File: config.mk
export PLATFORM = sky130hd
export DESIGN_NAME = effective_address_generator
export DESIGN_NICKNAME = d
export VERILOG_FILES = /design/src/verilog/ea_gen_pkg.sv /design/src/verilog/effective_address_generator.sv
export SDC_FILE = /design/constraint.sdc
export NUM_CORES = 1
export LEC_CHECK = 0
export BUFFER_PORTS_ARGS = -buffer_cell sky130_fd_sc_hd__buf_4
export CAP_MARGIN = 20
export CORE_AREA = 2 2 110 112
export CTS_BUF_LIST = sky130_fd_sc_hd__clkbuf_16
export DETAILED_ROUTE_END_ITERATION = 10
export DIE_AREA = 0 0 112 114
export PLACE_DENSITY_LB_ADDON = 0.25
export SLEW_MARGIN = 15
export SYNTH_ARGS = -nofsm -noshare
export SYNTH_HDL_FRONTEND = slang
export SYNTH_SLANG_ARGS = --single-unit
File: constraint.sdc
create_clock -name clock -period 2 [get_ports clock]
set_input_delay 0.1 -clock clock [delete_from_list [all_inputs] [get_ports clock]]
set_output_delay 0.1 -clock clock [all_outputs]
set_load 0.01 [all_outputs]
File: src/verilog/ea_gen_pkg.sv
// Package: addressing modes, opcode fields and carriers for the address generator
package ea_gen_pkg;

    // Addressing modes handled by the generator
    typedef enum logic [2:0] {
        MODE_EXT = 3'b000,
        MODE_IX  = 3'b001,
        MODE_IX1 = 3'b010,
        MODE_IX2 = 3'b011,
        MODE_REL = 3'b100,
        MODE_BSC = 3'b101,
        MODE_BTB = 3'b110
    } addr_mode_t;

    // Program counter advance per mode
    localparam logic [15:0] ADV_EXT = 16'h0003;
    localparam logic [15:0] ADV_IX  = 16'h0001;
    localparam logic [15:0] ADV_IX1 = 16'h0002;
    localparam logic [15:0] ADV_IX2 = 16'h0003;
    localparam logic [15:0] ADV_REL = 16'h0002;
    localparam logic [15:0] ADV_BSC = 16'h0002;
    localparam logic [15:0] ADV_BTB = 16'h0003;

    // Opcode field positions for bit instructions
    localparam int BITNUM_LSB = 1;
    localparam int BITNUM_MSB = 3;
    localparam int BITSEL_POS = 0;

    localparam logic [7:0] PAGE_ZERO = 8'h00;
    localparam logic [15:0] PC_RESET = 16'h0000;

    // One decode request
    typedef struct packed {
        addr_mode_t mode;
        logic [7:0] opcode;
        logic [7:0] operand1;
        logic [7:0] operand2;
        logic [7:0] index;
        logic [15:0] pc;
        logic branch_cond;
        logic [7:0] tested_byte;
    } ea_req_t;

    // One decode result
    typedef struct packed {
        logic [7:0] addr_high;
        logic [7:0] addr_low;
        logic [15:0] next_pc;
        logic [7:0] tested_byte_pointer;
        logic [15:0] bit_branch_target;
        logic [2:0] bit_number;
        logic bit_select;
        logic carry_write;
        logic carry_value;
        logic branch_taken;
    } ea_resp_t;

endpackage

File: src/verilog/effective_address_generator.sv
// Effective address, next program counter and branch target generator
module effective_address_generator
    import ea_gen_pkg::*;
(
    // Clock and reset
    input wire logic clock,
    input wire logic resetn,
    // Request: one decode per valid cycle
    input wire logic req_valid,
    input wire ea_req_t req,
    // Result, registered one cycle after the request
    output logic resp_valid,
    output ea_resp_t resp
);

    ////////////////////////////////////////////////////////////////////////
    // Helpers

    function automatic logic [15:0] sext8(input logic [7:0] b);
        sext8 = {{8{b[7]}}, b};
    endfunction

    // Offset is relative to the address after the instruction, which fixes
    // the reach quoted for each branch form
    function automatic logic [15:0] rel_target(input logic [15:0] pc,
                                               input logic [15:0] len,
                                               input logic [7:0] off);
        rel_target = pc + len + sext8(off);
    endfunction

    ////////////////////////////////////////////////////////////////////////
    // Combinational decode

    ea_resp_t resp_nxt;
    logic [8:0] sum9;
    logic [2:0] bitn;
    logic bitsel;
    logic tested;

    always_comb begin
        sum9 = 9'h000;
        bitn = req.opcode[BITNUM_MSB:BITNUM_LSB];
        bitsel = req.opcode[BITSEL_POS];
        tested = req.tested_byte[bitn];
        resp_nxt = '0;
        resp_nxt.bit_number = bitn;
        resp_nxt.bit_select = bitsel;
        resp_nxt.next_pc = req.pc;
        unique case (req.mode)
            MODE_EXT: begin
                resp_nxt.addr_high = req.operand1;
                resp_nxt.addr_low = req.operand2;
                resp_nxt.next_pc = req.pc + ADV_EXT;
            end
            MODE_IX: begin
                resp_nxt.addr_high = PAGE_ZERO;
                resp_nxt.addr_low = req.index;
                resp_nxt.next_pc = req.pc + ADV_IX;
            end
            MODE_IX1: begin
                sum9 = {1'b0, req.index} + {1'b0, req.operand1};
                resp_nxt.addr_high = {7'h00, sum9[8]};
                resp_nxt.addr_low = sum9[7:0];
                resp_nxt.next_pc = req.pc + ADV_IX1;
            end
            MODE_IX2: begin
                sum9 = {1'b0, req.index} + {1'b0, req.operand2};
                resp_nxt.addr_low = sum9[7:0];
                resp_nxt.addr_high = req.operand1 + {7'h00, sum9[8]};
                resp_nxt.next_pc = req.pc + ADV_IX2;
            end
            MODE_REL: begin
                resp_nxt.branch_taken = req.branch_cond;
                if (req.branch_cond) begin
                    resp_nxt.next_pc =
                        rel_target(req.pc, ADV_REL, req.operand1);
                end else begin
                    resp_nxt.next_pc = req.pc + ADV_REL;
                end
                resp_nxt.addr_high = resp_nxt.next_pc[15:8];
                resp_nxt.addr_low = resp_nxt.next_pc[7:0];
            end
            MODE_BSC: begin
                resp_nxt.addr_high = PAGE_ZERO;
                resp_nxt.addr_low = req.operand1;
                resp_nxt.next_pc = req.pc + ADV_BSC;
            end
            MODE_BTB: begin
                resp_nxt.tested_byte_pointer = req.operand1;
                resp_nxt.addr_high = PAGE_ZERO;
                resp_nxt.addr_low = req.operand1;
                resp_nxt.bit_branch_target =
                    rel_target(req.pc, ADV_BTB, req.operand2);
                resp_nxt.carry_write = 1'b1;
                resp_nxt.carry_value = tested;
                // Selector low branches on set, high on clear
                resp_nxt.branch_taken = (tested == ~bitsel);
                resp_nxt.next_pc = resp_nxt.branch_taken ?
                    resp_nxt.bit_branch_target :
                    req.pc + ADV_BTB;
            end
            default: begin
                // Unused mode code: hold the PC, no side effects
                resp_nxt.next_pc = req.pc;
            end
        endcase
    end

    ////////////////////////////////////////////////////////////////////////
    // Output registers
    //
    // Each concern keeps its own register, so a change to one field (say,
    // a wider carry path) does not disturb the others. All but resp_valid load
    // together on an accepted request and otherwise hold, so the caller
    // may read a result for as long as it likes.

    logic [7:0] addr_high_r;
    logic [7:0] addr_low_r;
    logic [15:0] next_pc_r;
    logic [7:0] pointer_r;
    logic [15:0] target_r;
    logic [2:0] bit_number_r;
    logic bit_select_r;
    logic carry_write_r;
    logic carry_value_r;
    logic branch_taken_r;

    // Valid follows the request by exactly one cycle
    always_ff @(posedge clock or negedge resetn) begin
        if (!resetn) begin
            resp_valid <= 1'b0;
        end else begin
            resp_valid <= req_valid;
        end
    end

    // Address bus halves
    always_ff @(posedge clock or negedge resetn) begin
        if (!resetn) begin
            addr_high_r <= 8'h00;
            addr_low_r <= 8'h00;
        end else if (req_valid) begin
            addr_high_r <= resp_nxt.addr_high;
            addr_low_r <= resp_nxt.addr_low;
        end
    end

    // Program counter advance or branch target
    always_ff @(posedge clock or negedge resetn) begin
        if (!resetn) begin
            next_pc_r <= PC_RESET;
        end else if (req_valid) begin
            next_pc_r <= resp_nxt.next_pc;
        end
    end

    // Bit test pointer and its branch target
    always_ff @(posedge clock or negedge resetn) begin
        if (!resetn) begin
            pointer_r <= 8'h00;
            target_r <= 16'h0000;
        end else if (req_valid) begin
            pointer_r <= resp_nxt.tested_byte_pointer;
            target_r <= resp_nxt.bit_branch_target;
        end
    end

    // Bit number and selector decoded from the opcode
    always_ff @(posedge clock or negedge resetn) begin
        if (!resetn) begin
            bit_number_r <= 3'h0;
            bit_select_r <= 1'b0;
        end else if (req_valid) begin
            bit_number_r <= resp_nxt.bit_number;
            bit_select_r <= resp_nxt.bit_select;
        end
    end

    // Carry update; the core applies it only while carry_write is high
    always_ff @(posedge clock or negedge resetn) begin
        if (!resetn) begin
            carry_write_r <= 1'b0;
            carry_value_r <= 1'b0;
        end else if (req_valid) begin
            carry_write_r <= resp_nxt.carry_write;
            carry_value_r <= resp_nxt.carry_value;
        end
    end

    // Branch decision of the last request
    always_ff @(posedge clock or negedge resetn) begin
        if (!resetn) begin
            branch_taken_r <= 1'b0;
        end else if (req_valid) begin
            branch_taken_r <= resp_nxt.branch_taken;
        end
    end

    // Gather the registers into the result carrier
    always_comb begin
        resp.addr_high = addr_high_r;
        resp.addr_low = addr_low_r;
        resp.next_pc = next_pc_r;
        resp.tested_byte_pointer = pointer_r;
        resp.bit_branch_target = target_r;
        resp.bit_number = bit_number_r;
        resp.bit_select = bit_select_r;
        resp.carry_write = carry_write_r;
        resp.carry_value = carry_value_r;
        resp.branch_taken = branch_taken_r;
    end

endmodule

==> results of run 1 <==
[stage by stage]
step	hold WS [ps]	area, sq um
3_3_place_gp	257	9890
2_1_floorplan	-196	7400
3_5_place_dp	263	9890
[synthesized netlist by cell type (9+ instances only)]
cell type	number
dfrtp_1	64
a22oi_1	10
nand2b_1	19
o2bb2ai_1	23
or3_1	11
buf_2	11
a31oi_1	24
nor3_1	14
clkbuf_1	41
mux2_2	10
o21ai_0	72
xnor2_1	29
a21oi_1	64
nand2_1	79
a221oi_1	12
mux2i_1	13
and3_1	11
or2_2	9
xor2_1	37
nor2_1	82
ha_1	54
inv_1	29
nand3_1	14
o21a_1	11
nor2b_1	9
a21o_1	20
[kinds of logic after synthesis]
logic type,Yosys count,share of synthesized area (%)
AOI/OAI and AO/OA,309,29.5
xor gates and xnor gates,67,8.59
adders and majority gates,58,10.7
buffers and inverters,89,5.20
DFF,64,22.7
muxes,26,4.51
and+or+nand+nor,277,18.8
==> results.md, run 1 <==
* Status: stopped before the end
* Stop stage: clock tree synthesis (4_1_cts)
* Error msg: [ERROR DPL-0033] detailed placement checks failed during check placement.
* Share of the synthesized area in the top cell type at 22.7%
* Chip width at 112 um
* Total clock sinks at 64
* Flop and latch count out of synthesis at 64
* I/O pin cnt at 127
* Synth unique cells at 70
* Syn nets at 1011
* Setup Buffers After CTS at 53
* Clock Tree Buf Depth at 2
* Post-DP HPWL at 22400 um
* Fraction of registers with async set/reset at 100%
* CTS Buf Count at 9
* CTS root buf: clkbuf_16
* Final Wtd Congestion at 0.999
* Area contributors post-synth: dfrtp_1 (23%), ha_1 (9.6%), o21ai_0 (5.1%)
* Cells after DPL at 1327
* Pre-CTS WS at -1080 ps
* Register area share after synthesis at 22.7%
* Hold-fix buffers, CTS at 1
* Ys flop type: dfrtp_1
* Synth Area per Inst at 7.92 sq um
* Die Y at 114 um
* Mapped Area at 7050 sq um
* Cell taking the most area after synthesis: dfrtp_1
* Total number of yosys warnings at 0
* Std-Cell Rows at 40
* I/O Buffers at 122
* Post-cts sizing count at 150
* CTS HTree Levels at 3
* Number of enable flip-flop cells after synthesis at 0
* Post-synthesis instance total at 890
* Initial Utilization at 60.2%
==> run 2, diff against run 1 <==
--- a/config.mk
+++ b/config.mk
@@ -7,11 +7,10 @@
 export LEC_CHECK = 0
 export BUFFER_PORTS_ARGS = -buffer_cell sky130_fd_sc_hd__buf_4
 export CAP_MARGIN = 20
-export CORE_AREA = 2 2 110 112
-export CTS_BUF_LIST = sky130_fd_sc_hd__clkbuf_16
+export CORE_AREA = 2 2 136 138
 export DETAILED_ROUTE_END_ITERATION = 10
-export DIE_AREA = 0 0 112 114
-export PLACE_DENSITY_LB_ADDON = 0.25
+export DIE_AREA = 0 0 138 140
+export PLACE_DENSITY_LB_ADDON = 0.15
 export SLEW_MARGIN = 15
 export SYNTH_ARGS = -nofsm -noshare
 export SYNTH_HDL_FRONTEND = slang
==> results.md, run 2 <==
* Status: finished with violations (was stopped before the end)
* Violated checks: negative setup slack
* Flop and latch count out of synthesis at 64 (unchanged)
* Most common cell in the netlist: nor2_1 (unchanged)
* Arr. time, crit path at 2770 ps
* R2R setup slack at 910 ps
* CTS tree: done
* Die Y at 140 um (was 114 um)
* Pre-CTS WS at -1110 ps (was -1080 ps)
* Diodes inserted at 0
* Worst setup SP type: input port
* Cell family with most CP delay: compound AO/OA/AOI/OAI gates
* Vias at 8855
* Chip width at 138 um (was 112 um)
* Area contributors post-synth: dfrtp_1 (23%), ha_1 (9.6%), o21ai_0 (5.1%) (unchanged)
* Total Power at 6860 uW
* Worst Hold Launch: req[50]
* DR WL/cell at 20.4 um
* Std-Cell Rows at 49 (was 40)
* Req. time, crit path at 2200 ps
* Final WS setup at -566 ps
* Largest net degree at the start of global routing at 38
* Crit-path max FO at 5
* Clock Skews at 0 ps
* Total number of yosys warnings at 0 (unchanged)
* Max_cap viols at 0
* Biggest regs: next_pc_r: 16 flops, target_r: 16 flops
* Min Hold Slack at 13.0 ps
* Starting DRT DRC Count at 667
* Final count of negative-setup-slack endpoints at 34
* Worst hold stages at 2
* Grt ovf at 0
* Filler instances at 1336
* Commonest cells post-synth: nor2_1 (82), nand2_1 (79), o21ai_0 (72) (unchanged)
* Global-route wire length before repair at 47100 um
* Synth unique cells at 70 (unchanged)
* Area delta synth->final at 78.8%
* Tightest Pin Transition at 705 ps
* Crit path cell chain: buf_12 > ha_4 > nand3_4 > or2_4 > o21a_1 > or2_4 > ha_4 > inv_4 > a21oi_4 > o21ai_2 > a22oi_2 > mux2i_2 > mux2i_1 > buf_4 > a41oi_2
* R2R depth at 3
* Commonest non-fill, non-tap cells in the layout: buf_4 (391), nand2_1 (70), dfrtp_1 (64)
* Post-layout minimum cycle time at 2570 ps
* RSZ-0062 raised after global routing: true
* Clock Tree Buf Depth at 2 (unchanged)
* Final Cycle Share at 128%
* Worst Hold End: bit_number_r[0]
* Final setup TNS at -11680 ps
* HP Class: input port to register
* Detailed Route WL at 31000 um
* CTS Buf Count at 9 (unchanged)
* Synth Area per Inst at 7.92 sq um (unchanged)
* Die ar. at 19300 sq um
* Register area share after synthesis at 22.7% (unchanged)
* Reg area at 1600 sq um
* Global Route Usage Sum at 30.6%
* Critical Path Stages at 15
* Syn nets at 1011 (unchanged)
* Mapped Area at 7050 sq um (unchanged)
* PwrDens at 545 nW/um^2
* Nets@finish at 1404
* VDD IR max at 0.423 mV
* Total clock sinks at 64 (unchanged)
* Crit-path max cell delay at 320 ps
* First-pass iteration count of the detailed router at 5
* Leakage at 0.00555 uW
* R2r endpoint: addr_low_r[7]
* DRC at 0
* Initial antenna violation count at 0
* I/O pin cnt at 127 (unchanged)
* Post-synthesis instance total at 890 (unchanged)
* Vias in the first global route at 8769
* Routed vias/inst at 5.84
* Clock transition at path regs at 60 ps
* Initial Utilization at 39.6% (was 60.2%)
* Cell taking the most area after synthesis: dfrtp_1 (unchanged)
* CTS HTree Levels at 3 (unchanged)
* I/O Buffers at 122 (unchanged)
* Fin. max-slew vios at 0
* Final Wtd Congestion at 0.942 (was 0.999)
* Worst r2r src: addr_low_r[7]
* Relative slew slack at 52.6%
* Fraction of registers with async set/reset at 100% (unchanged)
* Fin. Hold Viols at 0
* Antenna-violating nets left at 0
* Layout cells sized above 1 at 53.3%
* Critical Path End Type: register
* Number of enable flip-flop cells after synthesis at 0 (unchanged)
* Core footprint at 17800 sq um
* Share of the synthesized area in the top cell type at 22.7% (unchanged)
* Finished Core Util at 70.9%
* Post-DP HPWL at 22800 um (was 22400 um)
* CTS root buf: clkbuf_16 (unchanged)
* Ys flop type: dfrtp_1 (unchanged)
* Fmax at 390 MHz
* Clk Latency, worst-skew pair at 350 ps
* Multi-input logic area at 6700 sq um
* CP max-delay cell: or2_4
* Most common cell after layout, fill and taps aside: buf_4
* Crit Path Class: input port to register
* WP buf/inv at 3
run 2: how the worst max path moves through the flow:
stage                       start              to
after floorplan           req[10]   next_pc_r[12]
after global placement    req[10]   next_pc_r[12]
after detailed placement  req[10]   next_pc_r[14]
after CTS                 req[11]  addr_high_r[7]
after global routing      req[11]  addr_high_r[7]
final                     req[10]  addr_high_r[7]
run 2: per-stage QoR:
stage	instance area (sq um)	instances
2_1_floorplan	7400	890
3_3_place_gp	10200	1435
3_5_place_dp	10200	1435
4_1_cts	11600	1487
5_1_grt	12600	1517
6_report	12600	1517
run 2: timing repair:
action                                 in CTS  in global routing
endpoints found under the hold margin      28                  0
hold buffers                                2                  0
pin swaps                                  82                 89
resized for setup                         170                119
cloned                                      1                  0
setup endpoints to repair                  34                 36
setup buffers                              41                 34
run 2: cell type report:
type | count | share of cell area [%]
clock buffers | 9 | 1.79
flip-flops and latches | 64 | 12.7
repair buffers | 441 | 28.2
well taps | 229 | 2.27
multi-input cells | 738 | 53.2
clock inverters | 7 | 0.814
inverters | 29 | 0.983
run 2: power breakdown:
part	total (uW)	internal, uW	switching, uW
Sequential	1510	1420	89.8
Combinational	3530	1820	1710
Clock	1820	1110	713
Total	6860	4350	2510
run 2: metal layers:
metal,part of all wire (%),track usage [%],routed length [um]
met2,47,50.4,14500
met5,0,0,0
met1,42,40.4,13000
met3,6.9,4.51,2150
met4,4.0,12.4,1240
run 2: cells by family (layout without fill, tap and decap cells):
kind of cell / Yosys count / in the layout / share of synthesized area, %
AOI/OAI and AO/OA: 309 / 309 / 29.5
xor gates and xnor gates: 67 / 67 / 8.59
adders and majority gates: 58 / 58 / 10.7
buffers and inverters: 89 / 486 / 5.20
DFF: 64 / 64 / 22.7
muxes: 26 / 26 / 4.51
and+or+nand+nor: 277 / 278 / 18.8
No activity file was read; power rests on OpenSTA's default activity.
==> run 3, diff against run 2 <==
--- a/config.mk
+++ b/config.mk
@@ -11,6 +11,7 @@
 export DETAILED_ROUTE_END_ITERATION = 10
 export DIE_AREA = 0 0 138 140
 export PLACE_DENSITY_LB_ADDON = 0.15
+export SKIP_LAST_GASP = 1
 export SLEW_MARGIN = 15
 export SYNTH_ARGS = -nofsm -noshare
 export SYNTH_HDL_FRONTEND = slang
==> results.md, run 3 (synthesis results as in run 2) <==
* Worst Hold Launch: req[51] (was req[50])
* Post-layout minimum cycle time at 2600 ps (was 2570 ps)
* VDD IR max at 0.421 mV (was 0.423 mV)
* Worst r2r src: addr_low_r[7] (unchanged)
* CTS root buf: clkbuf_16 (unchanged)
* First-pass iteration count of the detailed router at 5 (unchanged)
* Fmax at 385 MHz (was 390 MHz)
* Vias at 8750 (was 8855)
* PwrDens at 549 nW/um^2 (was 545 nW/um^2)
* Filler instances at 1377 (was 1336)
* I/O pin cnt at 127 (unchanged)
* Relative slew slack at 52.5% (was 52.6%)
* Most common cell after layout, fill and taps aside: buf_4 (unchanged)
* Finished Core Util at 69.4% (was 70.9%)
* DRC at 0 (unchanged)
* CTS tree: done (unchanged)
* Layout cells sized above 1 at 51.6% (was 53.3%)
* Post-DP HPWL at 22800 um (unchanged)
* Die Y at 140 um (unchanged)
* Vias in the first global route at 8726 (was 8769)
* Final count of negative-setup-slack endpoints at 34 (unchanged)
* Max_cap viols at 0 (unchanged)
* Routed vias/inst at 5.81 (was 5.84)
* Status: finished with violations (unchanged)
* Worst setup startpoint: req[10] (unchanged)
* Critical Path End Type: register (unchanged)
* Die ar. at 19300 sq um (unchanged)
* Initial antenna violation count at 0 (unchanged)
* Core footprint at 17800 sq um (unchanged)
* HP Class: input port to register (unchanged)
* Largest net degree at the start of global routing at 38 (unchanged)
* Total Power at 6770 uW (was 6860 uW)
* Final Wtd Congestion at 0.942 (unchanged)
* Global-route wire length before repair at 46800 um (was 47100 um)
* Commonest non-fill, non-tap cells in the layout: buf_4 (393), nand2_1 (72), nor2_1 (64), dfrtp_1 (64), a21oi_1 (46) (was buf_4 (391), nand2_1 (70), dfrtp_1 (64))
* Final setup TNS at -10960 ps (was -11680 ps)
* Starting DRT DRC Count at 453 (was 667)
* Clock Tree Buf Depth at 2 (unchanged)
* Tightest Pin Transition at 707 ps (was 705 ps)
* Arr. time, crit path at 2800 ps (was 2770 ps)
* Reg area at 1600 sq um (unchanged)
* Biggest regs: next_pc_r: 16 flops, target_r: 16 flops (unchanged)
* Final Cycle Share at 130% (was 128%)
* Global Route Usage Sum at 30.4% (was 30.6%)
* Total clock sinks at 64 (unchanged)
* Final WS setup at -597 ps (was -566 ps)
* Diodes inserted at 0 (unchanged)
* Clock transition at path regs at 60 ps (about the same)
* I/O Buffers at 122 (unchanged)
* Clk Latency, worst-skew pair at 340 ps (was 350 ps)
* Req. time, crit path at 2200 ps (about the same)
* Violated checks: negative setup slack (unchanged)
* Std-Cell Rows at 49 (unchanged)
* Leakage at 0.00546 uW (was 0.00555 uW)
* Multi-input logic area at 6580 sq um (was 6700 sq um)
* Fin. max-slew vios at 0 (unchanged)
* Clock Skews at 0 ps (unchanged)
* Detailed Route WL at 30700 um (was 31000 um)
* CTS HTree Levels at 3 (unchanged)
* Nets@finish at 1394 (was 1404)
* Fin. Hold Viols at 0 (unchanged)
* Crit-path max FO at 5 (unchanged)
* Cells after DPL at 1435 (unchanged)
* RSZ-0062 raised after global routing: true (unchanged)
* Crit Path Class: input port to register (unchanged)
* Chip width at 138 um (unchanged)
* Initial Utilization at 39.6% (unchanged)
* Grt ovf at 0 (unchanged)
* Area delta synth->final at 75.0% (was 78.8%)
* Worst setup SP type: input port (unchanged)
* DR WL/cell at 20.3 um (was 20.4 um)
* CTS Buf Count at 9 (unchanged)
* Antenna-violating nets left at 0 (unchanged)
* Post-Layout Cell Count at 1507 (was 1517)
-- run 3: metrics by stage --
stage | cell area, sq um | setup slack (ps) | hold WS [ps]
after global routing | 12300 | -753 | 12.2
after detailed placement | 10200 | -1110 | 70.3
after global placement | 10200 | -1030 | 64.1
final | 12300 | -597 | 12.1
after floorplan | 7400 | -755 | -196
after CTS | 11600 | -473 | 5.72
-- run 3: repair_timing --
| action | 4_1_cts | 5_1_grt |
|---|---|---|
| pin swaps | 81 | 84 |
| hold endpoints to repair | 28 | 0 |
| gates cloned | 1 | 0 |
| hold buffers | 2 | 0 |
| buffers inserted | 41 | 26 |
| endpoints found under the setup margin | 34 | 37 |
| gates resized for setup | 153 | 103 |
-- run 3: worst paths after layout --
kind	endpoint	slack [ps]	depth (start not counted)
max	addr_high_r[7]	-600	15
min	bit_number_r[1]	10	2
max reg2reg	addr_low_r[7]	890	3
min reg2reg	target_r[1]	480	2
max in group asynchronous	next_pc_r[6]	1210	3
min in group asynchronous	pointer_r[5]	230	2
-- run 3: cell type report --
class                           instances  area share (%)
Clock buffer                            9            1.83
Clock inverter                          7           0.832
Inverter                               29           0.963
Multi-Input combinational cell        738            53.3
Sequential cell                        64            13.0
Tap cell                              229            2.32
Timing Repair Buffer                  431            27.7
-- run 3: worst max-delay path, stage by stage --
cell and delay (ps):
buf_12 100, ha_4 170, nand3_4 90, or2_4 320, o21a_1 200, or2_4 250
ha_4 300, inv_4 40, a21oi_4 120, o21ai_2 70, a22oi_2 210, mux2i_2 300
mux2i_1 230, buf_4 170, a41oi_2 120
-- run 3: routing by layer --
metal | vias up | wire length [um] | global-route usage (%)
li1 | 4056 | - | -
met1 | 4225 | 12900 | 40.1
met2 | 383 | 14500 | 50.7
met3 | 86 | 2020 | 4.51
met4 | 0 | 1190 | 11.4
met5 | - | 0 | 0
-- run 3: power by group --
part           total (uW)  leakage (uW)  internal (uW)  switching (uW)
combinational        3440       0.00450           1770            1670
sequential           1510      0.000808           1420            89.0
clock                1810      0.000157           1110             707
